===== config.mk =====
export PLATFORM = sky130hd
export DESIGN_NAME = dda_channel
export DESIGN_NICKNAME = d
export VERILOG_FILES = /design/src/dda_pkg.sv /design/src/dda_channel.sv /design/src/dda_req_detect.sv /design/src/dda_sync.sv
export VERILOG_INCLUDE_DIRS = /design/src
export SDC_FILE = /design/constraint.sdc
export NUM_CORES = 1
export LEC_CHECK = 0
export BUFFER_PORTS_ARGS = -buffer_cell sky130_fd_sc_hd__buf_2
export CAP_MARGIN = 0
export CORE_UTILIZATION = 60
export CTS_BUF_LIST = sky130_fd_sc_hd__clkbuf_4 sky130_fd_sc_hd__clkbuf_8
export CTS_CLUSTER_DIAMETER = 150
export DETAILED_ROUTE_END_ITERATION = 10
export GPL_TIMING_DRIVEN = 1
export HOLD_SLACK_MARGIN = 0.08
export PLACE_DENSITY = 0.88
export REMOVE_ABC_BUFFERS = 1
export SLEW_MARGIN = 20
export SYNTH_ARGS = -nofsm -noshare
export SYNTH_HDL_FRONTEND = slang
export SYNTH_HIERARCHICAL = 1
export SYNTH_SLANG_ARGS = --single-unit

===== constraint.sdc =====
create_clock -name ref_clk -period 8.25 [get_ports ref_clk]
set_input_delay 0.4125 -clock ref_clk [delete_from_list [all_inputs] [get_ports ref_clk]]
set_output_delay 0.4125 -clock ref_clk [all_outputs]
set_load 0.05 [all_outputs]

===== src/dda_regs.svh =====
// Register offsets, field positions and size codes of the DMA channel
`ifndef DDA_REGS_SVH
`define DDA_REGS_SVH
`define DDA_OFS_CTRL    8'h00
`define DDA_OFS_STATUS  8'h04
`define DDA_OFS_SRC     8'h08
`define DDA_OFS_DST     8'h0C
`define DDA_OFS_COUNT   8'h10
`define DDA_OFS_FC      8'h14
`define DDA_CTL_START   0
`define DDA_CTL_EXT     1
`define DDA_CTL_STEAL   2
`define DDA_CTL_SRCREQ  3
`define DDA_CTL_SSZ_LO  4
`define DDA_CTL_SSZ_HI  5
`define DDA_CTL_DSZ_LO  6
`define DDA_CTL_DSZ_HI  7
`define DDA_CTL_SINC    8
`define DDA_CTL_DINC    9
`define DDA_CTL_HI      9
`define DDA_ST_DONE     0
`define DDA_ST_ERRSRC   1
`define DDA_ST_ERRDST   2
`define DDA_SZ_LONG     2'h0
`define DDA_SZ_BYTE     2'h1
`define DDA_SZ_WORD     2'h2
`define DDA_BYTES_1     3'h1
`define DDA_BYTES_2     3'h2
`define DDA_BYTES_4     3'h4
`define DDA_MASK_1      32'h0000_00FF
`define DDA_MASK_2      32'h0000_FFFF
`define DDA_MASK_4      32'hFFFF_FFFF
`define DDA_ZERO_32     32'h0000_0000
`define DDA_ZERO_OFF    3'h0
`define DDA_MAX_CYCLES  3'h4
`endif


===== src/dda_pkg.sv =====
// Types shared by the DMA channel modules
package dda_pkg;
    typedef enum logic [1:0] {
        DDA_IDLE  = 2'b00,
        DDA_ARB   = 2'b01,
        DDA_READ  = 2'b10,
        DDA_WRITE = 2'b11
    } dda_state_t;

    typedef struct packed {
        dda_state_t  state;
        logic [9:0]  ctrl;
        logic [31:0] srcPtr;
        logic [31:0] dstPtr;
        logic [23:0] count;
        logic [7:0]  function_code_register;
        logic        done;
        logic        errSrc;
        logic        errDst;
        logic [31:0] hold;
        logic [2:0]  off;
        logic        pending;
        logic        lastFlag;
        logic        wbAck;
        logic [31:0] wbDat;
        logic        busReq;
        logic        busGrantAck;
        logic        stb;
        logic        rnw;
        logic [31:0] adr;
        logic [31:0] dout;
        logic [2:0]  sz;
        logic [2:0]  fc;
        logic        topFc;
        logic        xack;
        logic        xdone;
    } dda_core_t;

    typedef struct packed {
        logic s1;
        logic s2;
    } dda_sync_t;

    typedef struct packed {
        logic prev;
        logic fired;
        logic pulse;
    } dda_det_t;
endpackage


===== src/dda_channel.sv =====
// Dual-address DMA channel with Wishbone register slave
`include "dda_regs.svh"

// Notes on behaviour
// - Operand read into holding register, then written
// - Each phase up to four bus cycles
// - Internal, burst or cycle-steal request start
// - Read uses source pointer, code, size
// - Read data captured when cycle ends
// - Source pointer steps after whole operand
// - Source requester gets acknowledge in read
// - Cycle steal needs two consecutive high clocks
// - Done input marks final transfer in external mode
// - Write uses destination pointer, code, size
// - Destination pointer steps after whole operand
// - Count drops by bytes moved
// - Zero count sets done flag, and the pin in external mode
// - Destination requester gets acknowledge in write
// - Own bus request and grant handshake
// - Phases run as normal read, write cycles
// - Top code line held across whole operand
// - Internal mode arbitrates once start set
// - External mode waits for start and request
// - Cycle steal: one operand per request, status at end
// - Burst request gone means bus released
// - Early steal pulses ignored, else release
// - Both phases finish unless bus error
// - Stop on zero, done, start clear, error
module dda_channel (
    input  wire logic        ref_clk,
    input  wire logic        rst,
    input  wire logic        wbCyc,
    input  wire logic        wbStb,
    input  wire logic        wbWe,
    input  wire logic [7:0]  wbAdr,
    input  wire logic [3:0]  wbSel,
    input  wire logic [31:0] wbDatIn,
    output logic             wbAck,
    output logic [31:0]      wbDatOut,
    output logic             busRequest,
    input  wire logic        busGrant,
    output logic             busGrantAck,
    output logic             sysStb,
    output logic             sysRnw,
    output logic [31:0]      sysAdr,
    output logic [31:0]      sysDatOut,
    input  wire logic [31:0] sysDatIn,
    output logic [2:0]       sysSize,
    output logic [2:0]       sysFc,
    output logic             topFunctionCodeLine,
    input  wire logic        sysAck,
    input  wire logic        sysBerr,
    input  wire logic        transferRequestLine,
    output logic             transferAcknowledgeLine,
    input  wire logic        doneHandshakeIn,
    output logic             doneHandshakeOut
);
    dda_pkg::dda_core_t st_reg;
    dda_pkg::dda_core_t st_next;

    logic       reqLvl;
    logic       reqPulse;
    logic       doneLvl;
    logic [2:0] ssz;
    logic [2:0] dsz;
    logic [2:0] opB;
    logic       run;
    logic       ext;
    logic       steal;
    logic       srcReq;
    logic       reqNow;
    logic [2:0] rdNext;
    logic [2:0] wrNext;
    logic       rdEnd;
    logic       wrEnd;

    dda_sync u_req_sync (
        .ref_clk  (ref_clk),
        .rst      (rst),
        .pinIn    (transferRequestLine),
        .levelOut (reqLvl)
    );

    dda_sync u_done_sync (
        .ref_clk  (ref_clk),
        .rst      (rst),
        .pinIn    (doneHandshakeIn),
        .levelOut (doneLvl)
    );

    dda_req_detect u_steal (
        .ref_clk  (ref_clk),
        .rst      (rst),
        .levelIn  (reqLvl),
        .pulseOut (reqPulse)
    );

    function automatic logic [2:0] szBytes(input logic [1:0] code);
        case (code)
            `DDA_SZ_BYTE: szBytes = `DDA_BYTES_1;
            `DDA_SZ_WORD: szBytes = `DDA_BYTES_2;
            default:      szBytes = `DDA_BYTES_4;
        endcase
    endfunction

    function automatic logic [31:0] byteMask(input logic [2:0] nb);
        case (nb)
            `DDA_BYTES_1: byteMask = `DDA_MASK_1;
            `DDA_BYTES_2: byteMask = `DDA_MASK_2;
            default:      byteMask = `DDA_MASK_4;
        endcase
    endfunction

    function automatic logic [31:0] mergeSel(input logic [31:0] old,
                                             input logic [31:0] nw,
                                             input logic [3:0]  sel);
        mergeSel = old;
        for (int i = 0; i < 4; i++) begin
            if (sel[i]) begin
                mergeSel[i*8 +: 8] = nw[i*8 +: 8];
            end
        end
    endfunction

    assign ssz    = szBytes(st_reg.ctrl[`DDA_CTL_SSZ_HI:`DDA_CTL_SSZ_LO]);
    assign dsz    = szBytes(st_reg.ctrl[`DDA_CTL_DSZ_HI:`DDA_CTL_DSZ_LO]);
    // Operand is the larger of the two sizes
    assign opB    = (ssz > dsz) ? ssz : dsz;
    assign ext    = st_reg.ctrl[`DDA_CTL_EXT];
    assign steal  = st_reg.ctrl[`DDA_CTL_STEAL];
    assign srcReq = st_reg.ctrl[`DDA_CTL_SRCREQ];
    assign run    = st_reg.ctrl[`DDA_CTL_START] & ~st_reg.done
                    & ~st_reg.errSrc & ~st_reg.errDst;
    // Burst follows the level, cycle steal a latched pulse
    assign reqNow = ~ext | (steal ? st_reg.pending : reqLvl);
    assign rdNext = st_reg.off + ssz;
    assign wrNext = st_reg.off + dsz;
    assign rdEnd  = (st_reg.state == dda_pkg::DDA_READ) & sysAck
                    & ~sysBerr & (rdNext >= opB);
    assign wrEnd  = (st_reg.state == dda_pkg::DDA_WRITE) & sysAck
                    & ~sysBerr & (wrNext >= opB);

    always_comb begin
        logic [2:0]  pos;
        logic [31:0] msk;
        logic        inOp;
        pos  = `DDA_ZERO_OFF;
        msk  = `DDA_ZERO_32;
        inOp = 1'b0;
        st_next = st_reg;

        // Register slave: one-cycle answer, unmapped reads give zero
        st_next.wbAck = wbCyc & wbStb & ~st_reg.wbAck;
        st_next.wbDat = `DDA_ZERO_32;
        if (wbCyc & wbStb & ~st_reg.wbAck) begin
            if (!wbWe) begin
                if (wbAdr == `DDA_OFS_CTRL) begin
                    st_next.wbDat[`DDA_CTL_HI:0] = st_reg.ctrl;
                end else if (wbAdr == `DDA_OFS_STATUS) begin
                    st_next.wbDat[`DDA_ST_DONE]   = st_reg.done;
                    st_next.wbDat[`DDA_ST_ERRSRC] = st_reg.errSrc;
                    st_next.wbDat[`DDA_ST_ERRDST] = st_reg.errDst;
                end else if (wbAdr == `DDA_OFS_SRC) begin
                    st_next.wbDat = st_reg.srcPtr;
                end else if (wbAdr == `DDA_OFS_DST) begin
                    st_next.wbDat = st_reg.dstPtr;
                end else if (wbAdr == `DDA_OFS_COUNT) begin
                    st_next.wbDat[23:0] = st_reg.count;
                end else if (wbAdr == `DDA_OFS_FC) begin
                    st_next.wbDat[7:0] = st_reg.function_code_register;
                end
            end else begin
                if (wbAdr == `DDA_OFS_CTRL) begin
                    // Takes effect at once, even mid-transfer
                    st_next.ctrl = 10'(mergeSel({22'h00_0000, st_reg.ctrl},
                                                wbDatIn, wbSel));
                end else if (wbAdr == `DDA_OFS_STATUS) begin
                    if (wbSel[0]) begin
                        st_next.done   = st_reg.done
                                         & ~wbDatIn[`DDA_ST_DONE];
                        st_next.errSrc = st_reg.errSrc
                                         & ~wbDatIn[`DDA_ST_ERRSRC];
                        st_next.errDst = st_reg.errDst
                                         & ~wbDatIn[`DDA_ST_ERRDST];
                    end
                end else if (wbAdr == `DDA_OFS_SRC) begin
                    st_next.srcPtr = mergeSel(st_reg.srcPtr, wbDatIn, wbSel);
                end else if (wbAdr == `DDA_OFS_DST) begin
                    st_next.dstPtr = mergeSel(st_reg.dstPtr, wbDatIn, wbSel);
                end else if (wbAdr == `DDA_OFS_COUNT) begin
                    st_next.count = 24'(mergeSel({8'h00, st_reg.count},
                                                 wbDatIn, wbSel));
                end else if (wbAdr == `DDA_OFS_FC) begin
                    st_next.function_code_register = 8'(mergeSel({24'h00_0000, st_reg.function_code_register},
                                              wbDatIn, wbSel));
                end
            end
        end

        inOp = (st_reg.state == dda_pkg::DDA_READ)
               | (st_reg.state == dda_pkg::DDA_WRITE);
        if (ext & inOp & doneLvl) begin
            st_next.lastFlag = 1'b1;
        end

        // Engine runs after the slave so its sets win over clears
        case (st_reg.state)
            dda_pkg::DDA_IDLE: begin
                st_next.off      = `DDA_ZERO_OFF;
                st_next.lastFlag = 1'b0;
                if (run & reqNow) begin
                    st_next.state = dda_pkg::DDA_ARB;
                end
            end
            dda_pkg::DDA_ARB: begin
                if (!run) begin
                    st_next.state = dda_pkg::DDA_IDLE;
                end else if (busGrant) begin
                    st_next.state = dda_pkg::DDA_READ;
                    if (srcReq) begin
                        st_next.pending = 1'b0;
                    end
                end
            end
            dda_pkg::DDA_READ: begin
                if (sysBerr) begin
                    st_next.errSrc = 1'b1;
                    st_next.state  = dda_pkg::DDA_IDLE;
                end else if (sysAck) begin
                    // Big-endian packing: first piece lands highest
                    pos = opB - st_reg.off - ssz;
                    msk = byteMask(ssz) << {pos, 3'b000};
                    st_next.hold = (st_reg.hold & ~msk)
                        | ((sysDatIn << {pos, 3'b000}) & msk);
                    if (rdEnd) begin
                        st_next.off   = `DDA_ZERO_OFF;
                        st_next.state = dda_pkg::DDA_WRITE;
                        if (st_reg.ctrl[`DDA_CTL_SINC]) begin
                            st_next.srcPtr = st_reg.srcPtr
                                + {29'h0000_0000, opB};
                        end
                        if (!srcReq) begin
                            st_next.pending = 1'b0;
                        end
                    end else begin
                        st_next.off = rdNext;
                    end
                end
            end
            dda_pkg::DDA_WRITE: begin
                if (sysBerr) begin
                    st_next.errDst = 1'b1;
                    st_next.state  = dda_pkg::DDA_IDLE;
                end else if (sysAck) begin
                    if (wrEnd) begin
                        st_next.off = `DDA_ZERO_OFF;
                        if (st_reg.ctrl[`DDA_CTL_DINC]) begin
                            st_next.dstPtr = st_reg.dstPtr
                                + {29'h0000_0000, opB};
                        end
                        st_next.count = st_reg.count
                            - {21'h00_0000, opB};
                        if (st_reg.count <= {21'h00_0000, opB}
                            || st_reg.lastFlag) begin
                            st_next.done  = 1'b1;
                            st_next.state = dda_pkg::DDA_IDLE;
                        end else if (!st_reg.ctrl[`DDA_CTL_START]) begin
                            st_next.state = dda_pkg::DDA_IDLE;
                        end else if (reqNow) begin
                            // Bus kept; next operand starts at once
                            st_next.state = dda_pkg::DDA_READ;
                            if (srcReq) begin
                                st_next.pending = 1'b0;
                            end
                        end else begin
                            st_next.state = dda_pkg::DDA_IDLE;
                        end
                    end else begin
                        st_next.off = wrNext;
                    end
                end
            end
            default: begin
                st_next.state = dda_pkg::DDA_IDLE;
            end
        endcase

        // Pulses seen while one is still pending are dropped
        if (reqPulse & run & steal & ~st_reg.pending) begin
            st_next.pending = 1'b1;
        end

        inOp = (st_next.state == dda_pkg::DDA_READ)
               | (st_next.state == dda_pkg::DDA_WRITE);
        st_next.busReq      = st_next.state == dda_pkg::DDA_ARB;
        st_next.busGrantAck = inOp;
        st_next.stb         = inOp;
        st_next.rnw         = st_next.state == dda_pkg::DDA_READ;
        st_next.topFc       = inOp;
        if (st_next.state == dda_pkg::DDA_READ) begin
            st_next.adr = st_next.srcPtr
                + (st_reg.ctrl[`DDA_CTL_SINC] ? {29'h0000_0000, st_next.off}
                                              : `DDA_ZERO_32);
            st_next.sz   = ssz;
            st_next.fc   = st_reg.function_code_register[2:0];
            st_next.dout = `DDA_ZERO_32;
        end else begin
            st_next.adr = st_next.dstPtr
                + (st_reg.ctrl[`DDA_CTL_DINC] ? {29'h0000_0000, st_next.off}
                                              : `DDA_ZERO_32);
            st_next.sz  = dsz;
            st_next.fc  = st_reg.function_code_register[6:4];
            pos = opB - st_next.off - dsz;
            st_next.dout = inOp ? ((st_next.hold >> {pos, 3'b000})
                                   & byteMask(dsz)) : `DDA_ZERO_32;
        end
        st_next.xack = ext & ((st_next.state == dda_pkg::DDA_READ & srcReq)
            | (st_next.state == dda_pkg::DDA_WRITE & ~srcReq));
        st_next.xdone = st_next.xack & ((st_next.count
            <= {21'h00_0000, opB}) | st_next.lastFlag);
    end

    always_ff @(posedge ref_clk or posedge rst) begin
        if (rst) begin
            st_reg <= '0;
        end else begin
            st_reg <= st_next;
        end
    end

    assign wbAck                   = st_reg.wbAck;
    assign wbDatOut                = st_reg.wbDat;
    assign busRequest              = st_reg.busReq;
    assign busGrantAck             = st_reg.busGrantAck;
    assign sysStb                  = st_reg.stb;
    assign sysRnw                  = st_reg.rnw;
    assign sysAdr                  = st_reg.adr;
    assign sysDatOut               = st_reg.dout;
    assign sysSize                 = st_reg.sz;
    assign sysFc                   = st_reg.fc;
    assign topFunctionCodeLine     = st_reg.topFc;
    assign transferAcknowledgeLine = st_reg.xack;
    assign doneHandshakeOut        = st_reg.xdone;

    // Checks
    logic [2:0] rdCycles;
    always_ff @(posedge ref_clk or posedge rst) begin
        if (rst) begin
            rdCycles <= `DDA_ZERO_OFF;
        end else if (st_reg.state != dda_pkg::DDA_READ) begin
            rdCycles <= `DDA_ZERO_OFF;
        end else if (sysAck) begin
            rdCycles <= rdCycles + 3'h1;
        end
    end
endmodule


===== src/dda_req_detect.sv =====
// Cycle-steal request recogniser: two consecutive high samples
module dda_req_detect (
    input  wire logic ref_clk,
    input  wire logic rst,
    input  wire logic levelIn,
    output logic      pulseOut
);
    dda_pkg::dda_det_t st_reg;
    dda_pkg::dda_det_t st_next;

    always_comb begin
        st_next       = st_reg;
        st_next.prev  = levelIn;
        // One pulse per request, however long it is held
        st_next.pulse = levelIn & st_reg.prev & ~st_reg.fired;
        st_next.fired = levelIn & (st_reg.fired | st_reg.prev);
    end

    always_ff @(posedge ref_clk or posedge rst) begin
        if (rst) begin
            st_reg <= '0;
        end else begin
            st_reg <= st_next;
        end
    end

    assign pulseOut = st_reg.pulse;
endmodule


===== src/dda_sync.sv =====
// Two-stage falling-edge synchroniser for one pin
module dda_sync (
    input  wire logic ref_clk,
    input  wire logic rst,
    input  wire logic pinIn,
    output logic      levelOut
);
    dda_pkg::dda_sync_t st_reg;
    dda_pkg::dda_sync_t st_next;

    always_comb begin
        st_next    = st_reg;
        st_next.s1 = pinIn;
        st_next.s2 = st_reg.s1;
    end

    // Falling edge gives the rising-edge logic half a cycle of margin
    always_ff @(negedge ref_clk or posedge rst) begin
        if (rst) begin
            st_reg <= '0;
        end else begin
            st_reg <= st_next;
        end
    end

    assign levelOut = st_reg.s2;
endmodule


Word-level counts from Yosys, hierarchy flattened
Index checks and enable logic that the tools add are counted.
W data, S select, Z words.
Operators by class
  add/subtract/negate cells: 11
  order comparisons: 5
  equality and inequality tests: 31
  shift operators: 3
  mux-type cells: 104
  bitwise logic cells: 55
  reductions and logical operators: 8
Operators with widths (number)
  $mux W32: 18
  $mux W99: 3
  $mux W56: 4
  $mux W8: 17
  $add A32 B3 Y32: 4
  $pmux W32 S2: 2
  $and A32 B32 Y32: 3
  $mux W96: 1
  $mux W36: 2
  $mux W70: 1
  $mux W64: 1
  $shl A32 B6 Y32: 2
  $le A24 B3 Y1: 2
  $mux W24: 2
  $not A32 Y32: 1
  $or A32 B32 Y32: 1
  $shr A32 B6 Y32: 1
  $ne A3 B2 Y1 const B: 10
  $mux W29: 1
  $and A1 B1 Y1: 27
  $mux W2: 12
  $mux W3: 8
  $sub A24 B3 Y24: 1
  $mux W1: 22
  other kinds (29): 71
Word-level totals
  register bits: 263
  bits of input ports: 86
  output and inout port bits: 110
  logic and storage cells: 249

Logic depth before layout (Yosys ltp)
Gate-level depths: netlist of the first run.
  depth in word-level cells: 20
  gate-level depth with buffers: 32
  mapped depth without buffers: 29

Hierarchy
The synthesis of the first run kept the hierarchy.
By module, submodules not included
  dda_channel: instances 1, cells each 1825, area an instance 16490.8 um^2, seq. area each 6381.1 um^2
  dda_sync: instances 2, cells each 3, area an instance 53.8 um^2, seq. area each 50.0 um^2
  dda_req_detect: instances 1, cells each 6, area an instance 95.1 um^2, seq. area each 75.1 um^2

==> reports/results.ini, run 1 <==
[run_status]
status = finished clean

[floorplan]
dieArea_um2 = 28500
initial_core_util_pct = 61.6
fp.dieW_um = 169
core-area_um2 = 27100
io_pins = 196
fp-row-count = 60
die_y_um = 169

[timing]
maxSlewHeadroom_pct = 26.6
fin_ws_ns = 1.15
rsz0062_at_grt = no
min_period_over_period_pct = 86.1
layout_min_cycle_time_ns = 7.10
tns_ns = 0
whs_ns = 0.123
tightest_slew_ns = 1.09
finalHoldViolCount = 0
slew_violations = 0
finalClockSkew_ns = 0.0387
max_freq_ghz = 0.141
setup_violations = 0

[yosys]
yosys.area_share.adder_pct = 3.94
avgSynthCellArea_um2 = 9.09
seq_area_frac_synth_pct = 39.3
ys.flop_type = dfrtp_1
synth_mux_area_share_pct = 6.81
synth_compound_area_share_pct = 17.7
synth_top_family_by_area = simple AND/OR/NAND/NOR gates
synth_seq_cells = 262
synth-simple-area-share_pct = 20.0
synth_xor_area_share_pct = 3.46
async_reset_ff_share_pct = 100
syn_area_um2 = 16700
synth_cells = 1837
yosysUniqueCellTypes = 96
synth-edff-count = 0
yosysWarnings = 6

[layout]
final_area_um2 = 18200
fin_nets = 2048
post-route-util_pct = 67.2
fillers = 2155
areaGrowthSynthToFinish_pct = 9.07
largest_reg_flops = 146
layout-drive-gt1-share_pct = 20.5
finalNonFillerCells = 2322
antenna_cells = 0

[clock_tree]
clk_latency_ns = 0.58
cts_post_setup_buffers_inserted = 0
root_buffer = clkbuf_8
cts.sinks = 262
cts_tree = done
clk_pin_slew_ns = 0.06
clk_path_buf_depth = 3
cts_resized = 0
numCtsBuffers = 45
h-tree-depth = 2

[power_and_ir_drop]
combPwrFrac_pct = 6.3
pwr_density_cell_nw_per_um2 = 153
sequentialPowerShare_pct = 47.2
ir_worst_vdd_uv = 137
leakagePower_nw = 8.42
p_int_mw = 2.09
swShare_pct = 25.2
clkPwrFrac_pct = 46.4
power_mw = 2.79
power.switching_mw = 0.703

[critical_path]
start_kind = register
crit_arrival_ns = 7.59
cp_max_fo = 37
cp_slowest_cell = nand4b_1
worst_setup_path_end_kind = register
required_ns = 8.73
cp_slowest_stage_delay_ns = 0.69
critPathLaunch = st_reg[252]$_DFFE_PP0P_
cp_common_cell = inv_1
worstSetupPathType = reg2reg
worstReg2RegStart = st_reg[252]$_DFFE_PP0P_

[drt]
drt_iter0_drc = 2168
drt-total-wl_mm = 51.0
ant_nets = 0
dr_total_vias = 15146
vias_per_cell = 6.52
first_pass_iters = 7
drcViolationCount = 0
wire_per_inst_um = 22.0

[placed_design]
routabilityCongestion = 1.04
pre_cts_slack_ns = 1.38
dpl-instance-area_um2 = 17200
dp.final_hpwl_mm = 38.3
io_buffers = 195
numPlacedInstances = 2240

[grt]
overflow = 0
grt_start_max_net_pins = 102
grt_usage_pct = 36.0
grt_pass1_wl_mm = 79.8
antenna_found_initial = 0
grt_pass1_vias = 14582

[worst_hold_path]
holdCritStartpoint = wbDatIn[31]
hold_path.class = in2reg

[run]
cap_violations = 0

## final timing paths
| path | to | slack, ns | cells after the start |
|---|---|---|---|
| worst min-delay path | st_reg[245]$_DFF_PP0_ | 0.12 | 2 |
| worst max-delay path | sysDatOut[24]$_DFF_PP0_ | 1.15 | 28 |
| worst max register to register | sysDatOut[24]$_DFF_PP0_ | 1.15 | 28 |
| worst min register to register | u_req_sync/levelOut$_DFF_NP0_ | 0.30 | 0 |
| min in group asynchronous | u_steal/st_reg[1]$_DFF_PP0_ | 0.35 | 3 |
| max in group asynchronous | u_done_sync/levelOut$_DFF_NP0_ | 3.72 | 3 |
## power by group through the flow
stage	clock, mW	combinational (mW)	sequential, mW
4_1_cts	1.30	0.173	1.32
3_3_place_gp	0	0.168	1.34
6_report	1.30	0.176	1.32
5_1_grt	1.36	0.191	1.32
2_1_floorplan	0	0.0891	1.34
3_5_place_dp	0	0.172	1.34
## cells in the final DEF (no fill, tap or decap), drive strengths merged, types with 20 or more instances in the layout
master	Yosys	routed
buf	116	214
nor3	59	59
inv	99	102
nand3	63	63
mux2i	54	54
ha	35	35
nor4	28	28
xnor2	53	53
clkbuf	67	68
a211oi	20	20
nor2b	22	22
nand2	150	150
a21oi	112	112
mux2	53	53
nand4	30	30
nor2	176	176
a22oi	32	32
dfrtp	258	258
o21ai	68	68
## layer usage
layer  GRT usage [%]  vias up  share of wire [%]
met3            6.90      178                 12
met4            14.2        0                3.9
met1            48.9     7206                 39
met2            56.8     1068                 45
met5               0        -                  0
li1                -     6694                  -
## Yosys cell counts (17+ instances only)
master	n	share of area [%]
a211oi_1	17	0.76
a21oi_1	111	3.3
a22oi_1	32	1.4
buf_4	104	4.7
clkbuf_1	67	1.5
dfrtp_1	258	39
ha_1	35	2.6
inv_1	99	2.2
mux2_2	53	3.6
mux2i_1	54	3.2
nand2_1	150	3.4
nand3_1	63	1.9
nand4_1	29	1.1
nor2_1	173	3.9
nor2b_1	22	0.82
nor3_1	56	1.7
nor4_1	27	1.0
o211ai_1	17	0.76
o21ai_0	61	1.8
xnor2_1	53	2.8
## critical path, delay by kind of cell, from the launching register on
kind | cells | cell delay (ns)
xor+xnor | 3 | 0.60
flops | 1 | 0.43
fa+ha+maj | 5 | 1.62
buf+inv | 6 | 0.65
compound gates | 8 | 1.66
simple gates | 6 | 2.02
## kinds of logic after synthesis
kind of cell | count (synthesis)
multiplexers | 107
adder cells (fa/ha/maj) | 46
buffers and inverters | 282
flip-flops | 262
AO/OA/AOI/OAI | 421
AND/OR/NAND/NOR | 653
XOR/XNOR | 66
## what timing repair did
item                                    CTS  global route
hold endpoints to repair                102             0
endpoints found under the setup margin    0             0
hold buffers                              1             0
## final cells by class
| class | instances | area, um2 | share of cell area (%) |
|---|---|---|---|
| clock inverter | 13 | 134 | 0.735 |
| tap | 372 | 465 | 2.56 |
| sequential | 262 | 6560 | 36.0 |
| clock buffer | 68 | 855 | 4.69 |
| timing repair buffer | 215 | 1130 | 6.22 |
| inverter | 99 | 379 | 2.08 |
| multi-input combinational | 1293 | 8690 | 47.7 |
(Power assumes the default switching activity.)
==> run 2, diff against run 1 <==
--- a/config.mk
+++ b/config.mk
@@ -12,10 +12,11 @@
 export CTS_BUF_LIST = sky130_fd_sc_hd__clkbuf_4 sky130_fd_sc_hd__clkbuf_8
 export CTS_CLUSTER_DIAMETER = 150
 export DETAILED_ROUTE_END_ITERATION = 10
-export GPL_TIMING_DRIVEN = 1
+export GPL_TIMING_DRIVEN = 0
 export HOLD_SLACK_MARGIN = 0.08
 export PLACE_DENSITY = 0.88
 export REMOVE_ABC_BUFFERS = 1
+export SKIP_CTS_REPAIR_TIMING = 1
 export SLEW_MARGIN = 20
 export SYNTH_ARGS = -nofsm -noshare
 export SYNTH_HDL_FRONTEND = slang
==> reports/results.ini, run 2 (same netlist as run 1, synthesis figures left out) <==
[critical_path]
worst_setup_path_end_kind = register
worstReg2RegStart = st_reg[252]$_DFFE_PP0P_
r2r_cells = 25  ; -11%
cp_slowest_cell = fa_2
cp_max_fo = 37  ; unchanged
r2r_slack_ns = 0.60  ; -0.54 ns
required_ns = 8.72  ; about the same
r2r-end = sysAdr[26]$_DFF_PP0_
cp_slowest_stage_delay_ns = 1.04  ; +0.35 ns
path_delay_family = simple AND/OR/NAND/NOR gates
cp_num_buf_inv = 4  ; -2
cp_common_cell = inv_1
worstSetupPathType = reg2reg
crit_arrival_ns = 8.12  ; +0.53 ns
start_kind = register

[drt]
drcViolationCount = 0  ; unchanged
wire_per_inst_um = 22.0  ; -0.13%
ant_nets = 0  ; unchanged
drt_iter0_drc = 1846  ; -15%
first_pass_iters = 6  ; -1
dr_total_vias = 15028  ; -0.78%
vias_per_cell = 6.50  ; -0.35%
drt-total-wl_mm = 50.8  ; -0.56%

[timing]
tightest_slew_ns = 1.06  ; -0.0294 ns
fin_ws_ns = 0.601  ; -0.544 ns
tns_ns = 0  ; unchanged
layout_min_cycle_time_ns = 7.65  ; +0.544 ns
slew_violations = 0  ; unchanged
setup_violations = 0  ; unchanged
max_freq_ghz = 0.131  ; -7.1%
finalHoldViolCount = 0  ; unchanged
min_period_over_period_pct = 92.7  ; +6.6 points
rsz0062_at_grt = no
maxSlewHeadroom_pct = 29.5  ; +2.9 points
finalClockSkew_ns = 0.0460  ; +0.00734 ns
whs_ns = 0.144  ; +0.0208 ns

[floorplan]
fp-row-count = 60  ; unchanged
dieArea_um2 = 28500  ; unchanged
fp.dieW_um = 169  ; unchanged
core-area_um2 = 27100  ; unchanged
io_pins = 196  ; unchanged
initial_core_util_pct = 61.6  ; unchanged
die_y_um = 169  ; unchanged

[grt]
grt_usage_pct = 35.8  ; -0.12 points
grt_pass1_wl_mm = 79.7  ; -0.15%
grt_pass1_vias = 14730  ; +1.0%
grt_start_max_net_pins = 111  ; +8.8%
overflow = 0  ; unchanged
antenna_found_initial = 0  ; unchanged

[power_and_ir_drop]
ir_worst_vdd_uv = 115  ; -16%
leakagePower_nw = 8.41  ; -0.19%
pwr_density_cell_nw_per_um2 = 154  ; +0.25%
power_mw = 2.81  ; +0.51%

[clock_tree]
clk_path_buf_depth = 3  ; unchanged
cts.sinks = 262  ; unchanged
root_buffer = clkbuf_8
clk_pin_slew_ns = 0.06  ; about the same
h-tree-depth = 2  ; unchanged
numCtsBuffers = 44  ; -2.2%
cts_tree = done
clk_latency_ns = 0.57  ; about the same

[placed_design]
dp.final_hpwl_mm = 37.9  ; -0.97%
numPlacedInstances = 2232  ; -0.36%
dpl-instance-area_um2 = 17200  ; +0.15%
io_buffers = 195  ; unchanged
pre_cts_slack_ns = 0.393  ; -0.985 ns
routabilityCongestion = 0.985  ; -5.4%

[layout]
layout-drive-gt1-share_pct = 20.6  ; +0.054 points
largest_reg_flops = 146  ; unchanged
areaGrowthSynthToFinish_pct = 9.35
post-route-util_pct = 67.4  ; +0.18 points
regArea_um2 = 6560  ; unchanged
final_common_cell = dfrtp_1
fillers = 2117  ; -1.8%
finalNonFillerCells = 2312  ; -0.43%
multi_input_area_um2 = 8710  ; +0.27%
final_cell_mix = 258 x dfrtp_1, 199 x buf_2, 170 x nor2_1
antenna_cells = 0  ; unchanged
final_area_um2 = 18300  ; +0.26%
fin_nets = 2039  ; -0.44%

[worst_hold_path]
hold_path.class = in2reg
hold_path_depth = 2  ; unchanged
min_to = busRequest$_DFF_PP0_
holdCritStartpoint = busGrant

[run_status]
status = finished clean

[run]
cap_violations = 0  ; unchanged

-- run 2: power breakdown --
| group | internal [mW] | switching, mW | leakage, nW |
|---|---|---|---|
| clock network | 0.766 | 0.544 | 0.529 |
| logic | 0.0581 | 0.120 | 4.38 |
| registers | 1.30 | 0.0166 | 3.50 |
-- run 2: how the worst max path moves through the flow --
stage	start	end	slack (ns)	depth (start not counted)
floorplan	rst	busRequest$_DFF_PP0_	0.82	1
global placement	rst	sysAdr[27]$_DFF_PP0_	-1.73	2
detailed placement	st_reg[252]$_DFFE_PP0P_	sysDatOut[31]$_DFF_PP0_	0.39	21
CTS	st_reg[252]$_DFFE_PP0P_	sysDatOut[31]$_DFF_PP0_	0.42	21
global route	st_reg[252]$_DFFE_PP0P_	sysAdr[31]$_DFF_PP0_	0.27	27
finish	st_reg[252]$_DFFE_PP0P_	sysAdr[26]$_DFF_PP0_	0.60	25
-- run 2: area by class of cell --
class	instances	area share [%]
multi-input combinational	1293	47.7
clock buffer	67	4.74
timing repair buffer	207	6.22
tap	372	2.55
sequential	262	35.9
inverter	99	2.08
clock inverter	12	0.788
-- run 2: metal layers --
layer	track usage (%)	part of all wire, %	up-vias
met5	0	0	-
met4	15.8	4.1	0
met3	8.30	11	156
met2	56.1	45	974
met1	47.6	39	7220
li1	-	-	6678
==> run 3, diff against run 2 <==
==> constraint.sdc (replaced) <==
create_clock -name ref_clk -period 8.25 [get_ports ref_clk]
set_input_delay 1.65 -clock ref_clk [delete_from_list [all_inputs] [get_ports ref_clk]]
set_output_delay 1.65 -clock ref_clk [all_outputs]
set_load 0.05 [all_outputs]
==> reports/results.ini, run 3 (same netlist as run 1, synthesis figures left out) <==
[timing]
fin_ws_ns = 0.548  ; -0.0531 ns
layout_min_cycle_time_ns = 7.70  ; +0.0531 ns
finalHoldViolCount = 0  ; unchanged
max_freq_ghz = 0.130  ; -0.69%
maxSlewHeadroom_pct = 29.7  ; +0.13 points
min_period_over_period_pct = 93.4  ; +0.64 points
slew_violations = 0  ; unchanged
rsz0062_at_grt = no
setup_violations = 0  ; unchanged
whs_ns = 0.299  ; +0.155 ns
tightest_slew_ns = 1.05  ; -0.00190 ns
finalClockSkew_ns = 0.0427  ; -0.00333 ns

[drt]
vias_per_cell = 6.53  ; +0.42%
drt-total-wl_mm = 50.9  ; +0.27%
drt_iter0_drc = 1799  ; -2.5%
dr_total_vias = 15084  ; +0.37%
drcViolationCount = 0  ; unchanged
ant_nets = 0  ; unchanged
first_pass_iters = 7  ; +1
wire_per_inst_um = 22.0  ; +0.32%

[layout]
multi_input_area_um2 = 8710  ; unchanged
regArea_um2 = 6560  ; unchanged
areaGrowthSynthToFinish_pct = 9.29  ; about the same
fillers = 2118  ; +0.047%
largest_reg_flops = 146  ; unchanged
final_area_um2 = 18200  ; about the same
final_common_cell = dfrtp_1
finalNonFillerCells = 2311  ; -0.043%
layout-drive-gt1-share_pct = 20.6  ; about the same
antenna_cells = 0  ; unchanged
fin_nets = 2038  ; -0.049%
final_cell_mix = 258 x dfrtp_1, 199 x buf_2, 170 x nor2_1

[floorplan]
die_y_um = 169  ; unchanged
core-area_um2 = 27100  ; unchanged
io_pins = 196  ; unchanged
fp.dieW_um = 169  ; unchanged
dieArea_um2 = 28500  ; unchanged
fp-row-count = 60  ; unchanged
initial_core_util_pct = 61.6  ; unchanged

[critical_path]
cp_max_fo = 37  ; unchanged
start_kind = register
crit_arrival_ns = 8.16  ; +0.04 ns
worstSetupPathType = reg2reg
required_ns = 8.71  ; about the same
worst_setup_path_end_kind = register

[worst_hold_path]
hold_path.class = reg2reg

[clock_tree]
clk_pin_slew_ns = 0.06  ; about the same
clk_path_buf_depth = 3  ; unchanged
clk_latency_ns = 0.57  ; about the same
h-tree-depth = 2  ; unchanged
numCtsBuffers = 44  ; unchanged
root_buffer = clkbuf_8
cts.sinks = 262  ; unchanged
cts_tree = done

[placed_design]
routabilityCongestion = 0.985  ; unchanged
dpl-instance-area_um2 = 17200  ; unchanged
pre_cts_slack_ns = 0.393  ; unchanged
numPlacedInstances = 2232  ; unchanged
io_buffers = 195  ; unchanged
dp.final_hpwl_mm = 37.9  ; unchanged

[power_and_ir_drop]
leakagePower_nw = 8.40  ; about the same
pwr_density_cell_nw_per_um2 = 154  ; about the same
power_mw = 2.81  ; about the same
ir_worst_vdd_uv = 115  ; about the same

[grt]
antenna_found_initial = 0  ; unchanged
grt_usage_pct = 35.8  ; unchanged
grt_pass1_vias = 14730  ; unchanged
grt_start_max_net_pins = 111  ; unchanged
grt_pass1_wl_mm = 79.7  ; unchanged
overflow = 0  ; unchanged

[run]
cap_violations = 0  ; unchanged

[run_status]
status = finished clean

## run 3: cell types whose count changed in the layout (fill, tap and decap cells not counted), sizes merged
cell,before,now
dlygate4sd3,1,0
## run 3: power breakdown
part | switching (mW) | internal [mW] | total [mW]
registers | 0.0167 | 1.30 | 1.32
clock network | 0.543 | 0.766 | 1.31
logic | 0.120 | 0.0578 | 0.178
## run 3: layer usage
layer / routed length [um] / share of wire [%] / GRT usage [%] / vias to the layer above
met5: 0 / 0 / 0 / -
met4: 2040 / 4.0 / 15.8 / 0
met3: 5580 / 11 / 8.30 / 166
met2: 22900 / 45 / 56.1 / 980
li1: - / - / - / 6681
met1: 20400 / 40 / 47.6 / 7257
## run 3: cell type report
class | count | share of cell area, %
Clock buffer | 67 | 4.75
Clock inverter | 12 | 0.789
Inverter | 99 | 2.08
Multi-Input combinational cell | 1293 | 47.7
Sequential cell | 262 | 35.9
Tap cell | 372 | 2.55
Timing Repair Buffer | 206 | 6.17
## run 3: critical path, stage by stage (launching register included)
cell and delay (ns):
dfrtp_1 0.46, inv_1 0.10, ha_1 0.25, inv_1 0.11
ha_1 0.29, inv_1 0.05, a21oi_1 0.13, o22ai_1 0.10
o21ai_0 0.08, nand2_1 0.13, nor2_1 0.11, a21o_1 0.42
inv_1 0.13, fa_2 1.04, nor2b_1 0.21, o21ai_2 0.62
nand2_1 0.71, nor2_1 0.30, nor2_1 0.14, fa_1 0.47
nor2b_1 0.20, o21ai_0 0.18, nand3b_1 0.50, nor4_1 0.53
xnor2_1 0.12, mux2i_1 0.22
## run 3: through the flow
step	util [%]	setup TNS (ns)
6_report	67.3	0
3_3_place_gp	62.9	-750.88
3_5_place_dp	63.6	0
5_1_grt	67.3	0
4_1_cts	67.3	0
2_1_floorplan	-	-105.41
## run 3: final timing paths
kind / to / cells after the start / start / slack [ns]
max: sysAdr[26]$_DFF_PP0_ / 25 / st_reg[252]$_DFFE_PP0P_ / 0.55
min: u_done_sync/levelOut$_DFF_NP0_ / 0 / u_done_sync/st_next[0]$_DFF_NP0_ / 0.30
max reg2reg: sysAdr[26]$_DFF_PP0_ / 25 / st_reg[252]$_DFFE_PP0P_ / 0.55
min reg2reg: u_done_sync/levelOut$_DFF_NP0_ / 0 / u_done_sync/st_next[0]$_DFF_NP0_ / 0.30
max in group asynchronous: u_done_sync/levelOut$_DFF_NP0_ / 2 / rst / 3.06
min in group asynchronous: u_steal/st_reg[2]$_DFF_PP0_ / 2 / rst / 1.02
